### src/design/timer_pkg.sv
// Purpose: Shared constants for the eight-bit timer block
// Assumes: AXI4-Lite register access, 32-bit data
// Notes:   Offsets are byte addresses
package timer_pkg;
  localparam int          ADDR_W      = 6;
  localparam int          NUM_CH      = 2;
  // Register offsets
  localparam logic [5:0]  CH_STRIDE   = 6'h10;
  localparam logic [3:0]  CTRL_OFF    = 4'h0;
  localparam logic [3:0]  CMP_OFF     = 4'h4;
  localparam logic [3:0]  CNT_OFF     = 4'h8;
  localparam logic [5:0]  GLOBAL_BASE = 6'h20;
  localparam logic [5:0]  CFG_OFF     = 6'h20;
  localparam logic [5:0]  STAT_OFF    = 6'h24;
  localparam logic [5:0]  MASK_OFF    = 6'h28;
  // Control field positions
  localparam int          MODE_LSB    = 0;
  localparam int          MODE_MSB    = 2;
  localparam int          RUN_BIT     = 3;
  localparam int          CK_LSB      = 4;
  localparam int          CK_MSB      = 6;
  localparam int          PRESET_BIT  = 7;
  // Config field positions
  localparam int          CFG_TAP_BIT  = 0;
  localparam int          CFG_SLOW_BIT = 1;
  // Field encodings
  localparam logic [2:0]  MODE_TIMER   = 3'h0;
  localparam logic [2:0]  MODE_DIVIDER = 3'h1;
  localparam logic [2:0]  CK_SLOW_TAP  = 3'h0;
  localparam logic [2:0]  CK_DIV7      = 3'h1;
  localparam logic [2:0]  CK_DIV5      = 3'h2;
  localparam logic [2:0]  CK_DIV3      = 3'h3;
  localparam logic [2:0]  CK_EVENT     = 3'h4;
  // Reset values
  localparam logic [7:0]  CTRL_RST    = 8'h00;
  localparam logic [7:0]  CMP_RST     = 8'hff;
  localparam logic [1:0]  CFG_RST     = 2'h0;
  localparam logic [1:0]  MASK_RST    = 2'h0;
  // Prescaler
  localparam int          PRE_W       = 11;
  localparam int          FS_TAP_W    = 3;
  // Bus answers
  localparam logic [1:0]  RESP_OKAY   = 2'h0;
  localparam logic [1:0]  RESP_SLVERR = 2'h2;
endpackage

### src/design/tick_if.sv
// Purpose: Prescaler tap pulses toward the channels
// Assumes: One clock domain
// Notes:   Each tap is a one-cycle pulse
`timescale 1ns/1ps
interface tick_if;
  logic fc_div3;
  logic fc_div5;
  logic fc_div7;
  logic fc_div11;
  logic fs_div3;
  modport src (output fc_div3, output fc_div5, output fc_div7, output fc_div11,
               output fs_div3);
  modport dst (input fc_div3, input fc_div5, input fc_div7, input fc_div11,
               input fs_div3);
endinterface

### src/design/tap_prescaler.sv
// Purpose: Divides the bus clock into fc and fs tap pulses
// Assumes: fc and fs are derived from aclk by integer ratios
// Notes:   Ratios are parameters
`timescale 1ns/1ps
module tap_prescaler #(
  parameter int FC_DIV = 1,
  parameter int FS_DIV = 305
) (
  input  wire logic aclk,
  input  wire logic aresetn,
  tick_if.src       taps
);
  localparam int FCW = $clog2(FC_DIV + 1);
  localparam int FSW = $clog2(FS_DIV + 1);

  logic [FCW-1:0]                fc_cnt_reg;
  logic [FSW-1:0]                fs_cnt_reg;
  logic [timer_pkg::PRE_W-1:0]   fc_chain_reg;
  logic [timer_pkg::FS_TAP_W-1:0] fs_chain_reg;
  logic                          fc_pulse;
  logic                          fs_pulse;

  assign fc_pulse = (fc_cnt_reg == FCW'(FC_DIV - 1));
  assign fs_pulse = (fs_cnt_reg == FSW'(FS_DIV - 1));

  always_ff @(posedge aclk) begin
    if (!aresetn) begin
      fc_cnt_reg <= '0;
    end else begin
      fc_cnt_reg <= fc_pulse ? '0 : fc_cnt_reg + FCW'(1);
    end
  end

  always_ff @(posedge aclk) begin
    if (!aresetn) begin
      fs_cnt_reg <= '0;
    end else begin
      fs_cnt_reg <= fs_pulse ? '0 : fs_cnt_reg + FSW'(1);
    end
  end

  always_ff @(posedge aclk) begin
    if (!aresetn) begin
      fc_chain_reg <= '0;
      fs_chain_reg <= '0;
    end else begin
      if (fc_pulse) begin
        fc_chain_reg <= fc_chain_reg + timer_pkg::PRE_W'(1);
      end
      if (fs_pulse) begin
        fs_chain_reg <= fs_chain_reg + timer_pkg::FS_TAP_W'(1);
      end
    end
  end

  // Tap fires when all lower chain bits are ones
  assign taps.fc_div3  = fc_pulse && (&fc_chain_reg[2:0]);
  assign taps.fc_div5  = fc_pulse && (&fc_chain_reg[4:0]);
  assign taps.fc_div7  = fc_pulse && (&fc_chain_reg[6:0]);
  assign taps.fc_div11 = fc_pulse && (&fc_chain_reg[10:0]);
  assign taps.fs_div3  = fs_pulse && (&fs_chain_reg);
endmodule

### src/design/event_edge.sv
// Purpose: Synchronises the event pin and flags falling edges
// Assumes: Pin is asynchronous to aclk
// Notes:   Pulse lags the pin by two edges
`timescale 1ns/1ps
module event_edge (
  input  wire logic aclk,
  input  wire logic aresetn,
  input  wire logic pin_in,
  output logic      fall_pulse
);
  logic meta_reg;
  logic sync_reg;
  logic last_reg;

  always_ff @(posedge aclk) begin
    if (!aresetn) begin
      meta_reg <= 1'b1;
      sync_reg <= 1'b1;
      last_reg <= 1'b1;
    end else begin
      meta_reg <= pin_in;
      sync_reg <= meta_reg;
      last_reg <= sync_reg;
    end
  end

  assign fall_pulse = last_reg && !sync_reg;
endmodule

### src/design/timer_top.sv
// Purpose: Two eight-bit timer channels behind an AXI4-Lite slave
// Assumes: Single clock aclk, synchronous active-low reset
// Notes:   Timer, event counter and divider output modes only
`timescale 1ns/1ps
module timer_top #(
  parameter int FC_DIV = 1,
  parameter int FS_DIV = 305
) (
  input  wire logic                          aclk,
  input  wire logic                          aresetn,
  input  wire logic [timer_pkg::ADDR_W-1:0]  s_axi_awaddr,
  input  wire logic                          s_axi_awvalid,
  output logic                               s_axi_awready,
  input  wire logic [31:0]                   s_axi_wdata,
  input  wire logic [3:0]                    s_axi_wstrb,
  input  wire logic                          s_axi_wvalid,
  output logic                               s_axi_wready,
  output logic [1:0]                         s_axi_bresp,
  output logic                               s_axi_bvalid,
  input  wire logic                          s_axi_bready,
  input  wire logic [timer_pkg::ADDR_W-1:0]  s_axi_araddr,
  input  wire logic                          s_axi_arvalid,
  output logic                               s_axi_arready,
  output logic [31:0]                        s_axi_rdata,
  output logic [1:0]                         s_axi_rresp,
  output logic                               s_axi_rvalid,
  input  wire logic                          s_axi_rready,
  input  wire logic [timer_pkg::NUM_CH-1:0]  event_in_pin,
  output logic [timer_pkg::NUM_CH-1:0]       divider_out_pin,
  output logic [timer_pkg::NUM_CH-1:0]       match_irq,
  output logic                               irq
);
  localparam int NCH = timer_pkg::NUM_CH;

  tick_if taps ();

  logic [7:0]                   channel_control_reg [NCH];
  logic [7:0]                   compare_value_reg [NCH];
  logic [7:0]                   count_reg [NCH];
  logic [NCH-1:0]               toggle_ff_reg;
  logic [1:0]                   config_reg;
  logic [NCH-1:0]               irq_status_reg;
  logic [NCH-1:0]               irq_enable_high_reg;
  logic [NCH-1:0]               event_fall;
  logic [NCH-1:0]               tick;
  logic [NCH-1:0]               match;

  logic                         aw_held_reg;
  logic                         w_held_reg;
  logic [timer_pkg::ADDR_W-1:0] awaddr_reg;
  logic [31:0]                  wdata_reg;
  logic [3:0]                   wstrb_reg;
  logic                         wr_fire;
  logic                         wr_hit;
  logic [NCH-1:0]               ctrl_wr;
  logic [NCH-1:0]               cmp_wr;
  logic                         rd_fire;
  logic                         stat_rd;

  tap_prescaler #(
    .FC_DIV (FC_DIV),
    .FS_DIV (FS_DIV)
  ) u_prescaler (
    .aclk    (aclk),
    .aresetn (aresetn),
    .taps    (taps)
  );

  for (genvar g = 0; g < NCH; g++) begin : g_edge
    event_edge u_edge (
      .aclk       (aclk),
      .aresetn    (aresetn),
      .pin_in     (event_in_pin[g]),
      .fall_pulse (event_fall[g])
    );
  end

  // Source tick from clock select and mode
  function automatic logic pick_tick(input logic [2:0] ck, input logic [2:0] mode,
                                     input logic tap_sel, input logic slow,
                                     input logic ev);
    logic t;
    t = 1'b0;
    if (slow) begin
      t = (ck == timer_pkg::CK_SLOW_TAP) && taps.fs_div3;
    end else begin
      case (ck)
        timer_pkg::CK_SLOW_TAP: t = tap_sel ? taps.fs_div3 : taps.fc_div11;
        timer_pkg::CK_DIV7:     t = taps.fc_div7;
        timer_pkg::CK_DIV5:     t = taps.fc_div5;
        timer_pkg::CK_DIV3:     t = taps.fc_div3;
        default:                t = 1'b0;
      endcase
    end
    if (ck == timer_pkg::CK_EVENT) begin
      t = (mode == timer_pkg::MODE_TIMER) && ev;
    end
    return t;
  endfunction

  // Channel address decode
  function automatic logic ch_hit(input logic [timer_pkg::ADDR_W-1:0] a, input int ch,
                                  input logic [3:0] off);
    return (a < timer_pkg::GLOBAL_BASE) && (a[5:4] == 2'(ch)) && (a[3:0] == off);
  endfunction

  // Tick and match per channel
  always_comb begin
    for (int j = 0; j < NCH; j++) begin
      tick[j] = channel_control_reg[j][timer_pkg::RUN_BIT] &&
                pick_tick(channel_control_reg[j][timer_pkg::CK_MSB:timer_pkg::CK_LSB],
                          channel_control_reg[j][timer_pkg::MODE_MSB:timer_pkg::MODE_LSB],
                          config_reg[timer_pkg::CFG_TAP_BIT],
                          config_reg[timer_pkg::CFG_SLOW_BIT], event_fall[j]);
      match[j] = tick[j] && (count_reg[j] + 8'h01 == compare_value_reg[j]);
    end
  end

  // Write decode
  assign wr_fire = aw_held_reg && w_held_reg && !s_axi_bvalid;
  always_comb begin
    wr_hit = (awaddr_reg == timer_pkg::CFG_OFF) || (awaddr_reg == timer_pkg::STAT_OFF) ||
             (awaddr_reg == timer_pkg::MASK_OFF);
    for (int j = 0; j < NCH; j++) begin
      ctrl_wr[j] = wr_fire && wstrb_reg[0] && ch_hit(awaddr_reg, j, timer_pkg::CTRL_OFF);
      cmp_wr[j]  = wr_fire && wstrb_reg[0] && ch_hit(awaddr_reg, j, timer_pkg::CMP_OFF);
      wr_hit     = wr_hit || ch_hit(awaddr_reg, j, timer_pkg::CTRL_OFF) ||
                   ch_hit(awaddr_reg, j, timer_pkg::CMP_OFF) ||
                   ch_hit(awaddr_reg, j, timer_pkg::CNT_OFF);
    end
  end

  // AXI write channels
  assign s_axi_awready = !aw_held_reg && !s_axi_bvalid;
  assign s_axi_wready  = !w_held_reg && !s_axi_bvalid;

  always_ff @(posedge aclk) begin
    if (!aresetn) begin
      aw_held_reg <= 1'b0;
      w_held_reg  <= 1'b0;
      awaddr_reg  <= '0;
      wdata_reg   <= '0;
      wstrb_reg   <= '0;
    end else begin
      if (s_axi_awvalid && s_axi_awready) begin
        aw_held_reg <= 1'b1;
        awaddr_reg  <= s_axi_awaddr;
      end else if (wr_fire) begin
        aw_held_reg <= 1'b0;
      end
      if (s_axi_wvalid && s_axi_wready) begin
        w_held_reg <= 1'b1;
        wdata_reg  <= s_axi_wdata;
        wstrb_reg  <= s_axi_wstrb;
      end else if (wr_fire) begin
        w_held_reg <= 1'b0;
      end
    end
  end

  always_ff @(posedge aclk) begin
    if (!aresetn) begin
      s_axi_bvalid <= 1'b0;
      s_axi_bresp  <= timer_pkg::RESP_OKAY;
    end else if (wr_fire) begin
      s_axi_bvalid <= 1'b1;
      s_axi_bresp  <= wr_hit ? timer_pkg::RESP_OKAY : timer_pkg::RESP_SLVERR;
    end else if (s_axi_bready) begin
      s_axi_bvalid <= 1'b0;
    end
  end

  // Control and compare registers
  always_ff @(posedge aclk) begin
    if (!aresetn) begin
      for (int j = 0; j < NCH; j++) begin
        channel_control_reg[j] <= timer_pkg::CTRL_RST;
        compare_value_reg[j]   <= timer_pkg::CMP_RST;
      end
    end else begin
      for (int j = 0; j < NCH; j++) begin
        if (ctrl_wr[j]) begin
          channel_control_reg[j] <= wdata_reg[7:0];
        end
        if (cmp_wr[j]) begin
          compare_value_reg[j] <= wdata_reg[7:0];
        end
      end
    end
  end

  always_ff @(posedge aclk) begin
    if (!aresetn) begin
      config_reg          <= timer_pkg::CFG_RST;
      irq_enable_high_reg <= timer_pkg::MASK_RST;
    end else if (wr_fire && wstrb_reg[0]) begin
      if (awaddr_reg == timer_pkg::CFG_OFF) begin
        config_reg <= wdata_reg[1:0];
      end
      if (awaddr_reg == timer_pkg::MASK_OFF) begin
        irq_enable_high_reg <= wdata_reg[NCH-1:0];
      end
    end
  end

  // Up-counter, cleared on match and while stopped
  always_ff @(posedge aclk) begin
    if (!aresetn) begin
      for (int j = 0; j < NCH; j++) begin
        count_reg[j] <= '0;
      end
    end else begin
      for (int j = 0; j < NCH; j++) begin
        if (!channel_control_reg[j][timer_pkg::RUN_BIT]) begin
          count_reg[j] <= '0;
        end else if (match[j]) begin
          count_reg[j] <= '0;
        end else if (tick[j]) begin
          count_reg[j] <= count_reg[j] + 8'h01;
        end
      end
    end
  end

  // Toggle flip-flop: preset on start or stopped write, held on stop
  always_ff @(posedge aclk) begin
    if (!aresetn) begin
      toggle_ff_reg <= '0;
    end else begin
      for (int j = 0; j < NCH; j++) begin
        if (ctrl_wr[j] && !channel_control_reg[j][timer_pkg::RUN_BIT]) begin
          toggle_ff_reg[j] <= wdata_reg[timer_pkg::PRESET_BIT];
        end else if (match[j] && channel_control_reg[j][timer_pkg::MODE_MSB:timer_pkg::MODE_LSB]
                     == timer_pkg::MODE_DIVIDER) begin
          toggle_ff_reg[j] <= !toggle_ff_reg[j];
        end
      end
    end
  end

  assign divider_out_pin = ~toggle_ff_reg;
  assign match_irq       = match;

  // Sticky status, cleared by read, set wins
  assign rd_fire = s_axi_arvalid && s_axi_arready;
  assign stat_rd = rd_fire && (s_axi_araddr == timer_pkg::STAT_OFF);

  always_ff @(posedge aclk) begin
    if (!aresetn) begin
      irq_status_reg <= '0;
    end else begin
      irq_status_reg <= (irq_status_reg & ~{NCH{stat_rd}}) | match;
    end
  end

  assign irq = |(irq_status_reg & irq_enable_high_reg);

  // AXI read channel
  assign s_axi_arready = !s_axi_rvalid;

  always_ff @(posedge aclk) begin
    if (!aresetn) begin
      s_axi_rvalid <= 1'b0;
      s_axi_rdata  <= '0;
      s_axi_rresp  <= timer_pkg::RESP_OKAY;
    end else if (rd_fire) begin
      s_axi_rvalid <= 1'b1;
      s_axi_rdata  <= '0;
      s_axi_rresp  <= timer_pkg::RESP_SLVERR;
      if (s_axi_araddr == timer_pkg::CFG_OFF) begin
        s_axi_rdata <= {30'h0, config_reg};
        s_axi_rresp <= timer_pkg::RESP_OKAY;
      end
      if (s_axi_araddr == timer_pkg::STAT_OFF) begin
        s_axi_rdata <= {{(32-NCH){1'b0}}, irq_status_reg};
        s_axi_rresp <= timer_pkg::RESP_OKAY;
      end
      if (s_axi_araddr == timer_pkg::MASK_OFF) begin
        s_axi_rdata <= {{(32-NCH){1'b0}}, irq_enable_high_reg};
        s_axi_rresp <= timer_pkg::RESP_OKAY;
      end
      for (int j = 0; j < NCH; j++) begin
        if (ch_hit(s_axi_araddr, j, timer_pkg::CTRL_OFF)) begin
          s_axi_rdata <= {24'h0, channel_control_reg[j]};
          s_axi_rresp <= timer_pkg::RESP_OKAY;
        end
        if (ch_hit(s_axi_araddr, j, timer_pkg::CMP_OFF)) begin
          s_axi_rdata <= {24'h0, compare_value_reg[j]};
          s_axi_rresp <= timer_pkg::RESP_OKAY;
        end
        if (ch_hit(s_axi_araddr, j, timer_pkg::CNT_OFF)) begin
          s_axi_rdata <= {24'h0, count_reg[j]};
          s_axi_rresp <= timer_pkg::RESP_OKAY;
        end
      end
    end else if (s_axi_rready) begin
      s_axi_rvalid <= 1'b0;
    end
  end
endmodule

### config.mk
export PLATFORM = sky130hd
export DESIGN_NAME = timer_top
export DESIGN_NICKNAME = d
export VERILOG_FILES = /design/src/design/timer_pkg.sv /design/src/design/tick_if.sv /design/src/design/tap_prescaler.sv /design/src/design/event_edge.sv /design/src/design/timer_top.sv
export SDC_FILE = /design/constraint.sdc
export NUM_CORES = 1
export LEC_CHECK = 0
export BUFFER_PORTS_ARGS = -buffer_cell sky130_fd_sc_hd__clkbuf_2
export CAP_MARGIN = 25
export CORE_UTILIZATION = 40
export CTS_CLUSTER_SIZE = 10
export DETAILED_ROUTE_END_ITERATION = 8
export PLACE_DENSITY = 0.61
export SLEW_MARGIN = 20
export SYNTH_ARGS = -nofsm -noshare
export SYNTH_HDL_FRONTEND = slang
export SYNTH_SLANG_ARGS = --single-unit
### constraint.sdc
create_clock -name aclk -period 2.6 [get_ports aclk]
set_input_delay 0.13 -clock aclk [delete_from_list [all_inputs] [get_ports aclk]]
set_output_delay 0.13 -clock aclk [all_outputs]
set_load 0.005 [all_outputs]
Word level (Yosys, flattened, before mapping)
Memories as Yosys holds them, arrays and structs flattened.
Index checks and enable logic that the tools add are counted.

storage, ports and cells
  register bits after elaboration = 93
  bits in writable memories = 48
  input port bits = 57
  memories kept = 3

memories
  name                 depth  width  rd ports  clocked after Yosys merged registers in  wr ports  line             source
  channel_control_reg  2      8      2         0                                        2         timer_top.sv:37  logic [7:0] channel_control_reg [NCH];
  compare_value_reg    2      8      2         0                                        2         timer_top.sv:38  logic [7:0] compare_value_reg [NCH];
  count_reg            2      8      2         0                                        2         timer_top.sv:39  logic [7:0] count_reg [NCH];

operators by class
  add/subtract/negate cells = 6
  order comparisons = 2
  equality and inequality tests = 25
  muxes and demuxes = 84
  bitwise logic cells = 17
  reductions and logical operators = 90

operator list
  kind                     count
  $mux W32                 8
  $mux W8                  10
  $mux W1                  53
  $logic_and A1 B1 Y1      48
  $eq A6 B6 Y1 const B     6
  $mux W2                  11
  $add A8 B1 Y8 const B    2
  $eq A8 B8 Y1             2
  $eq A3 B1 Y1 const B     4
  $eq A3 B2 Y1 const B     4
  $logic_not A3 Y1         4
  $lt A6 B6 Y1 const B     2
  $reduce_bool A2 Y1       6
  $add A11 B1 Y11 const B  1
  $reduce_and A11 Y1       1
  $logic_not A1 Y1         10
  $or A1 B1 Y1             10
  $add A9 B1 Y9 const B    1
  $eq A9 B9 Y1 const B     1
  $eq A4 B3 Y1 const B     2
  $eq A4 B4 Y1 const B     2
  $logic_not A4 Y1         2
  $logic_or A1 B1 Y1       8
  $pmux W1 S4              2
  other kinds (14)         24

Depth between registers and ports, before layout
Gate-level depths: netlist (run 1).

  depth in word-level cells = 14
  depth in mapped cells = 9

Modules after synthesis
Synthesis (run 1) repeated with hierarchy kept, for this count alone.

second synthesis, totals
  cells, all modules = 600
  area total of the unflattened synthesis = 5826.8 µm²

by module, submodules not included
  module         times used  cells each  area each (µm²)
  timer_top      1           458         4509.3
  tap_prescaler  1           128         1147.4
  event_edge     2           7           85.1

Worst setup path after synthesis (run 1)
Ideal clock, no wire load.

  path kind = flip-flop to flip-flop
  start = memory count_reg[1][0]
  end = memory count_reg[1][3] (data pin)
  arrival = 2.067 ns
  data required time = 2.338 ns
  setup slack = 0.271 ns
  stages on the path, launching flop included = 8
  path buffers = 0
  cell sequence = edfxtp_1 > ha_1 > xor2_1 > a311oi_1 > o21ai_0 > nor4b_1 > a311o_1 > nor2_1

RTL lines
  item                line
  start: declaration  timer_top.sv:39

==> impl_metrics.yaml, run 1 <==
drt:
  drcViolationCount: 16
  wl_per_cell_um: 16.3
  routed_wl_um: 14900
  viasPerCell: 5.35
  drtIter0Drc: 315
  vias: 4885
  ant_nets: 0
  dr.pass1.iters: 7
synthesis:
  synthTopCellsByArea: "edfxtp_1 24%, dfxtp_1 22%, mux2i_1 4.0%"
  ys_seq_area_share_pct: 46.1
  synth_top_area_share_pct: 23.9
  synth_top_family_by_area: "simple AND/OR/NAND/NOR gates"
  synthXorXnorAreaFrac_pct: 6.41
  syn_inst: 620
  yosys.area_share.adder_pct: 1.87
  synthSimpleGateAreaFrac_pct: 21.1
  synth_flop_cell: "dfxtp_1"
  synth.largest_area_cell: "edfxtp_1"
  synth_edf_count: 48
  synth_compound_area_share_pct: 13.3
  ys_types: 72
  synth-seq-cells: 115
  synth_mux_area_share_pct: 5.10
  synth_area_mm2: 0.00603
  synthArstFlopShare_pct: 0
  synth.avg_cell_area_um2: 9.73
  ys_warn_count: 0
cells_and_area:
  fin_util_pct: 50.2
  antennaDiodeCount: 0
  stdcell_count: 913
  final_nets: 783
  stdcell_area_mm2: 0.00735
  syn_to_final_growth_pct: 21.9
  drive_gt1_share_pct: 18.1
  fillerInstances: 1313
place:
  io_buffers: 49
  hpwl_um: 10800
  dpl_cell_area_mm2: 0.00648
  placed_cells: 852
  gp_congestion: 0.874
worst_setup_path:
  cp_cell_sequence: "buf_4, nand2_1, or4_1, o211ai_1, a32oi_1, nor4_4, buf_2"
  startpoint_type: "flop"
  crit_type: "reg2out"
  cp.arrival_ns: 2.44
  slowest_stage: "or4_1"
  cp-end-kind: "output pin"
  slowest_delay_ns: 0.49
  crit_required_ns: 2.47
  cp_max_fo: 4
  ff2ff_setup_slack_ns: 0.12
power_and_ir_drop:
  p_switching_w: 0.00101
  p_sw_share_pct: 23.0
  combPwrFrac_pct: 7.9
  pwr-share-clk_pct: 46.4
  ir_worst_vdd_uv: 441
  power_density_mw_per_mm2: 597
  seqPwrFrac_pct: 45.6
  p_leak_nw: 2.87
  intPower_w: 0.00338
  power_w: 0.00439
clock_network:
  clk_pin_slew_ns: 0.05
  htree_levels: 4
  cts_tree: "built"
  clock_sinks: 115
  cts_buffers: 17
  clockBufferDepth: 2
  clk_latency_ns: 0.42
  cts-root-buf: "clkbuf_16"
sta:
  slew_violations: 0
  min_period_over_period_pct: 98.9
  skew_ns: 0.0133
  rsz0062_at_grt: "true"
  finalHoldViolCount: 0
  fmax_mhz: 389
  timing.slew.headroom_pct: 57.5
  fin_crit_ns: 2.57
  max_slew.worst_pin.slew_ns: 0.622
  setup_viol_count_final: 0
outcome:
  violations: "design-rule violations"
  status: "finished with violations"
flow_run:
  cap_violations: 0
floorplanning:
  fp.dieArea_mm2: 0.0156
  dieWidth_um: 125
  initial_utilization_pct: 41.2
  die_y_um: 125
  num_rows: 44
  coreArea_mm2: 0.0146
  ios: 103
global_route:
  grt_max_degree: 32
  grt_use_met1_pct: 26.8
  met2_usage_pct: 31.1
  grt_usage_pct: 19.9
  busiest_layer: "met2"
  grtUsageMet3_pct: 3.95
  overflow: 0
  grt_pass1_wl_um: 24000
  grt_pass1_vias: 4601
  antenna_found_initial: 0
hold_path:
  hold_path_class: "in2reg"
[Yosys cell counts, types with 4 or more instances]
cell and count:
clkbuf_1 19, nand2b_1 8, a31oi_1 5, dfxtp_1 67
o21ai_0 21, o211a_1 4, nand3_1 21, xor2_1 17
edfxtp_1 48, o211ai_1 5, mux2_2 6, xnor2_1 22
nand3b_1 6, and3_1 8, or4_1 5, nor2_1 56
nand4b_1 4, nand2_1 49, inv_1 24, a21boi_0 12
nor3_1 5, a21oi_1 19, buf_4 26, or2_2 8
a32oi_1 8, and2_1 18, mux2i_1 24, ha_1 9
nor2b_1 26, or3_1 6
[final cells by class]
| type | count | area, um^2 | area share, % |
|---|---|---|---|
| Tap cell | 184 | 230 | 3.13 |
| Timing Repair Buffer | 98 | 669 | 9.10 |
| Clock buffer | 22 | 444 | 6.04 |
| Clock inverter | 9 | 65.1 | 0.885 |
| Multi-Input combinational cell | 460 | 3070 | 41.7 |
| Sequential cell | 115 | 2780 | 37.9 |
| Inverter | 25 | 93.8 | 1.28 |
[per-layer routing]
layer / vias up / part of all wire (%)
met3: 24 / 5.3
met5: - / 0
met2: 161 / 46
met1: 2323 / 47
li1: 2377 / -
met4: 0 / 2.0
[cell families after synthesis]
logic type | Yosys count
AND/OR/NAND/NOR | 239
flip-flops | 115
AO/OA/AOI/OAI | 114
buffers and inverters | 71
XOR/XNOR | 41
multiplexers | 30
adder cells (fa/ha/maj) | 9
other | 1
[power groups by stage]
stage               Combinational [W]  Sequential (W)  Clock [W]
floorplan                    0.000242         0.00201          0
global placement             0.000302         0.00203          0
detailed placement           0.000308         0.00204          0
CTS                          0.000344         0.00200    0.00209
global route                 0.000387         0.00201    0.00217
finish                       0.000348         0.00200    0.00204
[metrics by stage]
| stage | TNS [ns] | hold slack, ns | setup WS (ns) |
|---|---|---|---|
| 6_report | 0 | 0.136 | 0.0279 |
| 5_1_grt | -0.174 | 0.163 | -0.0940 |
| 4_1_cts | -0.00575 | 0.110 | -0.00575 |
| 3_5_place_dp | 0 | 0.315 | 0.0628 |
| 3_3_place_gp | 0 | 0.312 | 0.141 |
| 2_1_floorplan | 0 | 0.231 | 0.271 |
[worst max-delay path: cells and delay by family, from the launching register on]
| kind | cells | cell delay [ns] |
|---|---|---|
| buffers and inverters | 2 | 0.33 |
| AO/OA/AOI/OAI | 2 | 0.30 |
| AND/OR/NAND/NOR | 3 | 0.95 |
| flip-flops | 1 | 0.44 |
[cells in the final DEF (no fill, tap or decap), types with 6 or more instances in the layout]
cell,n
dfxtp_1,66
nor2_1,55
nand2_1,49
edfxtp_1,48
clkbuf_2,47
buf_4,29
conb_1,27
nor2b_1,26
inv_1,24
mux2i_1,24
nand3_1,21
xnor2_1,21
o21ai_0,20
dlygate4sd3_1,20
and2_1,18
xor2_1,17
a21oi_1,17
clkbuf_16,17
a21boi_0,12
a32oi_1,8
or2_2,8
nand2b_1,8
and3_1,7
nand3b_1,6
or3_1,6
mux2_2,6
[worst paths after layout]
path / start / endpoint / depth (start not counted)
min reg2reg: g_edge[0].u_edge.meta_reg / g_edge[0].u_edge.sync_reg / 1
max reg2reg: u_prescaler.fs_chain_reg[0] / count_reg[1][3] / 8
min: s_axi_araddr[5] / s_axi_rresp[1] / 4
max: count_reg[0][0] / match_irq[0] / 7
[what timing repair did]
action                                 4_1_cts  5_1_grt
resized for setup                           10       10
pin swaps                                    6        4
endpoints found under the hold margin       19        0
buffers inserted                             9        1
hold buffers                                20        0
gates cloned                                 0        0
setup endpoints to repair                    2       11
(Power assumes the default switching activity.)
==> run 2, diff against run 1 <==
--- a/config.mk
+++ b/config.mk
@@ -8,8 +8,8 @@
 export BUFFER_PORTS_ARGS = -buffer_cell sky130_fd_sc_hd__clkbuf_2
 export CAP_MARGIN = 25
-export CORE_UTILIZATION = 40
-export CTS_CLUSTER_SIZE = 10
+export CORE_UTILIZATION = 57
+export CTS_CLUSTER_SIZE = 25
 export DETAILED_ROUTE_END_ITERATION = 8
-export PLACE_DENSITY = 0.61
+export PLACE_DENSITY = 0.82
 export SLEW_MARGIN = 20
 export SYNTH_ARGS = -nofsm -noshare
==> constraint.sdc (replaced) <==
create_clock -name aclk -period 2.6 [get_ports aclk]
set_input_delay 0 -clock aclk [delete_from_list [all_inputs] [get_ports aclk]]
set_output_delay 0 -clock aclk [all_outputs]
set_load 0.005 [all_outputs]
==> run 2 against run 1 <==
The run now ends clean. Hold slack got worse by 0.12 ns. Power is 9.8% higher. Via count grew 4.0%. Global-route usage grew 7.7 points. Sequential power barely moved. Die area decreased by 29%. Register-to-register slack improved by 0.02 ns. Critical path depth decreased by 1. Wire length shrank 0.95%. Final cell count fell by 4.3%.
==> impl_metrics.yaml, run 2 (same netlist as run 1, synthesis figures left out) <==
drt:
  ant_nets: 0
  dr.pass1.iters: 6
  drcViolationCount: 0
  viasPerCell: 5.81
  drtIter0Drc: 443
  wl_per_cell_um: 16.9
  vias: 5080
  routed_wl_um: 14800
sta:
  max_slew.worst_pin.slew_ns: 0.757
  skew_ns: 0.00922
  finalHoldViolCount: 0
  slew_violations: 0
  setup_viol_count_final: 0
  timing.slew.headroom_pct: 49.5
  rsz0062_at_grt: "true"
  fin_crit_ns: 2.54
  fmax_mhz: 393
  min_period_over_period_pct: 97.8
  hold_ws_ns: 0.0113
place:
  placed_cells: 799
  gp_congestion: 0.918
  io_buffers: 49
  hpwl_um: 10100
worst_setup_path:
  slowest_stage: "or4b_2"
  cp_top_family: "simple AND/OR/NAND/NOR gates"
  startpoint_type: "flop"
  cp.arrival_ns: 2.54
  cp_max_fo: 4
  crit_type: "reg2out"
  path_buf_inv: 1
  crit_top_cell: "o211ai_1"
  cp_cell_sequence: "or4b_2, o211ai_1, o211ai_1, a21o_1, nor4_4, buf_2"
  crit_required_ns: 2.60
  cp-end-kind: "output pin"
  slowest_delay_ns: 0.69
outcome:
  status: "finished clean"
clock_network:
  clockBufferDepth: 2
  clock_sinks: 115
  clk_latency_ns: 0.53
  clk_pin_slew_ns: 0.06
  htree_levels: 4
  cts_buffers: 17
  cts-root-buf: "clkbuf_8"
  cts_tree: "built"
cells_and_area:
  final_nets: 791
  layout_common_cells: "67 x dfxtp_1, 56 x nor2_1, 49 x nand2_1"
  stdcell_count: 874
  drive_gt1_share_pct: 17.6
  layout_commonest_cell: "dfxtp_1"
  fillerInstances: 691
  antennaDiodeCount: 0
  syn_to_final_growth_pct: 24.5
power_and_ir_drop:
  power_density_mw_per_mm2: 641
  p_leak_nw: 3.00
  ir_worst_vdd_uv: 431
floorplanning:
  coreArea_mm2: 0.0103
  num_rows: 37
  dieWidth_um: 105
  initial_utilization_pct: 58.7
  ios: 103
  die_y_um: 105
  fp.dieArea_mm2: 0.0110
global_route:
  antenna_found_initial: 0
  overflow: 0
  met2_usage_pct: 45.8
  grt_pass1_vias: 4830
  grt_usage_pct: 27.7
  grtUsageMet3_pct: 6.49
  grt_use_met1_pct: 34.1
  grt_max_degree: 38
  grt_pass1_wl_um: 23600
  busiest_layer: "met2"
flow_run:
  cap_violations: 0
hold_path:
  hold_path_class: "in2reg"
[run 2: cell count changes in the layout (fill, tap and decap cells not counted), moves of 3 or more]
cell / delta
buf_4: -7
clkbuf_1: -5
ha_2: -3
clkbuf_8: +4
clkinv_2: -3
ha_1: +3
clkinv_1: -4
dlygate4sd3_1: +14
[run 2: power by group]
part           total, W  internal, W  switching (W)
Sequential      0.00200      0.00193      0.0000651
Combinational  0.000364     0.000174       0.000191
Clock           0.00245      0.00161       0.000839
Total           0.00482      0.00372        0.00109
[run 2: repair_timing]
item	4_1_cts	5_1_grt
hold endpoints to repair	24	0
endpoints found under the setup margin	2	2
buffers inserted	4	5
gates resized for setup	10	5
pin swaps	6	4
hold buffers	34	0
[run 2: cell type report]
type	count	area, um^2	share of cell area (%)
clock buffers	23	531	7.06
inverters	25	93.8	1.25
clock inverters	9	110	1.47
multi-input cells	460	3060	40.7
well taps	136	170	2.26
repair buffers	106	771	10.3
flip-flops and latches	115	2780	37.0
[run 2: path summary, 6_finish.rpt]
check / slack, ns / start / endpoint / depth (start not counted)
worst min-delay path: 0.01 / s_axi_wvalid / wdata_reg[1] / 4
worst max-delay path: 0.06 / channel_control_reg[0][2] / match_irq[0] / 6
worst min register to register: 0.41 / g_edge[1].u_edge.meta_reg / g_edge[1].u_edge.sync_reg / 1
worst max register to register: 0.14 / channel_control_reg[0][2] / count_reg[0][1] / 6
[run 2: tightest hold or removal path, cell delays in order]
cell,delay (ns)
clkbuf_2,0.09
and2_1,0.23
nand2_1,0.10
a21boi_0,0.07
[run 2: per-stage QoR]
stage / utilization [%] / power, W / cell area (um^2) / setup slack [ns] / TNS, ns
2_1_floorplan: - / 0.00225 / 6130 / 0.271 / 0
5_1_grt: 73.1 / 0.00496 / 7510 / -0.0785 / -0.0915
4_1_cts: 72.4 / 0.00482 / 7450 / 0.00242 / 0
6_report: 73.1 / 0.00482 / 7510 / 0.0565 / 0
3_3_place_gp: 62.2 / 0.00232 / 6390 / 0.187 / 0
3_5_place_dp: 62.2 / 0.00234 / 6390 / 0.0844 / 0
[run 2: routing by layer]
layer / share of wire, % / vias up
met2: 49 / 256
li1: - / 2390
met4: 3.4 / 0
met1: 40 / 2386
met5: 0 / -
met3: 7.6 / 48
==> run 3, diff against run 2 <==
Settings changed: ABC_AREA from default to 1, CORE_UTILIZATION 57 to 56, PLACE_DENSITY 0.82 to 0.81.
==> run 3 against run 2 <==
Global-route usage is 1.4 points higher. Largest cell class is now registers. Cell area is 5.7% lower. Wire length is 1.7% higher. Largest power group unchanged.
==> impl_metrics.yaml, run 3 <==
power_and_ir_drop:
  ir_worst_vdd_uv: 416
  p_leak_nw: 3.02
  power_density_mw_per_mm2: 638
  power_w: 0.00452
clock_network:
  cts_tree: "built"
  cts_buffers: 17
  clk_latency_ns: 0.53
  clockBufferDepth: 2
  clock_sinks: 115
  clk_pin_slew_ns: 0.06
  htree_levels: 4
  cts-root-buf: "clkbuf_8"
synthesis:
  ys_seq_area_share_pct: 47.6
  syn_inst: 740
  synth_edf_count: 48
  synth_top_cells_by_count: "146 x nand2_1, 98 x inv_1, 94 x nor2_1, 67 x dfxtp_1, 51 x a21oi_1"
  ys_types: 49
  synth-seq-cells: 115
  synth_top_area_share_pct: 24.7
  synth.avg_cell_area_um2: 7.89
  synthTopCellsByArea: "edfxtp_1 25%, dfxtp_1 23%, nand2_1 9.4%"
  synthArstFlopShare_pct: 0
  synth_area_mm2: 0.00584
  ys_warn_count: 0
  synth_most_common_cell: "nand2_1"
  synth.largest_area_cell: "edfxtp_1"
  synth_flop_cell: "dfxtp_1"
worst_setup_path:
  path_buf_inv: 5
  ff2ff_setup_slack_ns: 0.24
  crit_top_cell: "dlygate4sd3_1"
  crit_type: "in2reg"
  cp_cell_sequence: "dlygate4sd3_1, clkbuf_2, nor2_4, dlygate4sd3_1, o221ai_1, dlygate4sd3_1, nand2_1, a21oi_1, dlygate4sd3_1"
  crit_required_ns: 3.01
  startpoint_type: "input port"
  cp_top_family: "buffers and inverters"
  slowest_delay_ns: 0.60
  cp-end-kind: "flop"
  cp_max_fo: 6
  cp.arrival_ns: 2.86
  slowest_stage: "dlygate4sd3_1"
floorplanning:
  num_rows: 36
  dieWidth_um: 104
  ios: 103
  coreArea_mm2: 0.00995
  fp.dieArea_mm2: 0.0108
  initial_utilization_pct: 58.7
  die_y_um: 104
place:
  placed_cells: 918
  dpl_cell_area_mm2: 0.00616
  hpwl_um: 9920
  io_buffers: 49
  gp_congestion: 0.942
sta:
  fin_crit_ns: 2.45
  rsz0062_at_grt: "false"
  finalHoldViolCount: 0
  setup_tns_ns: 0
  skew_ns: 0.00725
  slew_violations: 0
  setup_viol_count_final: 0
  timing.slew.headroom_pct: 54.8
  min_period_over_period_pct: 94.0
  fmax_mhz: 409
  max_slew.worst_pin.slew_ns: 0.673
  hold_ws_ns: 0.0445
global_route:
  grt_usage_pct: 29.0
  antenna_found_initial: 0
  overflow: 0
  grt_max_degree: 44
  grt_pass1_vias: 5218
  grt_pass1_wl_um: 24600
outcome:
  status: "finished clean"
hold_path:
  hold_path_class: "in2reg"
drt:
  drcViolationCount: 0
  ant_nets: 0
  dr.pass1.iters: 6
  vias: 5434
  drtIter0Drc: 612
  routed_wl_um: 15000
  viasPerCell: 5.52
  wl_per_cell_um: 15.3
cells_and_area:
  drive_gt1_share_pct: 15.3
  layout_common_cells: "145 x nand2_1, 98 x inv_1, 94 x nor2_1"
  antennaDiodeCount: 0
  fillerInstances: 695
  stdcell_count: 984
  final_nets: 904
  stdcell_area_mm2: 0.00709
  layout_commonest_cell: "nand2_1"
  syn_to_final_growth_pct: 21.3
flow_run:
  cap_violations: 0
==> run 3: cell count changes after synthesis, sizes merged, moves of 13 or more <==
| cell | previous run | this run |
|---|---|---|
| a21boi | 13 | 0 |
| a21oi | 19 | 55 |
| and2 | 18 | 0 |
| inv | 24 | 100 |
| mux2i | 24 | 0 |
| nand2 | 49 | 149 |
| nand3 | 21 | 45 |
| nor2 | 56 | 104 |
| nor2b | 26 | 0 |
| o21ai | 24 | 50 |
| xnor2 | 22 | 2 |
==> run 3: what timing repair did <==
item	in CTS	in global routing
setup buffers	0	2
hold buffers	32	0
setup endpoints to repair	0	10
hold endpoints to repair	45	0
resized for setup	0	8
==> run 3: worst paths after layout <==
path                          startpoint                         to  cells after the start
max                      s_axi_araddr[0]             s_axi_rresp[1]                      9
min                      s_axi_araddr[4]          irq_status_reg[0]                      5
max reg2reg  u_prescaler.fc_chain_reg[0]            count_reg[1][6]                     15
min reg2reg    g_edge[1].u_edge.meta_reg  g_edge[1].u_edge.sync_reg                      1
==> run 3: logic make-up after synthesis <==
group / synth area share [%]
compound gates: 12.0
fa+ha+maj: 1.93
xor+xnor: 1.18
simple gates: 26.3
flops: 47.6
other cells: 0.0642
buf+inv: 10.9
==> run 3: final cells by class <==
cell class | count | area, um^2 | area share, %
Clock buffer | 21 | 460 | 6.50
Multi-Input combinational cell | 510 | 2540 | 35.9
Clock inverter | 11 | 101 | 1.43
Tap cell | 133 | 166 | 2.35
Inverter | 102 | 383 | 5.40
Timing Repair Buffer | 92 | 648 | 9.15
Sequential cell | 115 | 2790 | 39.3
==> run 3: stage by stage <==
| stage | setup WS (ns) | utilization (%) |
|---|---|---|
| 3_5_place_dp | 0.208 | 61.9 |
| 6_report | 0.155 | 71.2 |
| 2_1_floorplan | 0.369 | - |
| 3_3_place_gp | 0.248 | 61.9 |
| 5_1_grt | 0.0171 | 71.2 |
| 4_1_cts | 0.0592 | 70.8 |
==> run 3: worst reg2reg max path, stage by stage (launching register included) <==
cell and delay [ns]:
dfxtp_2 0.34, ha_2 0.19, nand3_1 0.11, inv_1 0.07
ha_1 0.14, nand2_1 0.07, nand2_1 0.06, nand3_1 0.06
nor2_1 0.10, nand2_1 0.05, nand2_1 0.08, nand2_1 0.09
a21oi_2 0.25, nand4_2 0.17, nand4_1 0.11, buf_4 0.19
==> run 3: layer usage <==
metal	track usage [%]	part of all wire, %	vias up
met5	0	0	-
met4	13.4	3.5	0
met3	7.08	8.2	67
met2	51.0	50	315
met1	33.3	38	2472
li1	-	-	2580
==> run 3: power breakdown <==
part	internal, W	leakage (nW)	switching, W	total (W)
clock network	0.00135	0.262	0.000841	0.00219
registers	0.00194	1.01	0.0000465	0.00199
logic	0.000130	1.75	0.000215	0.000345
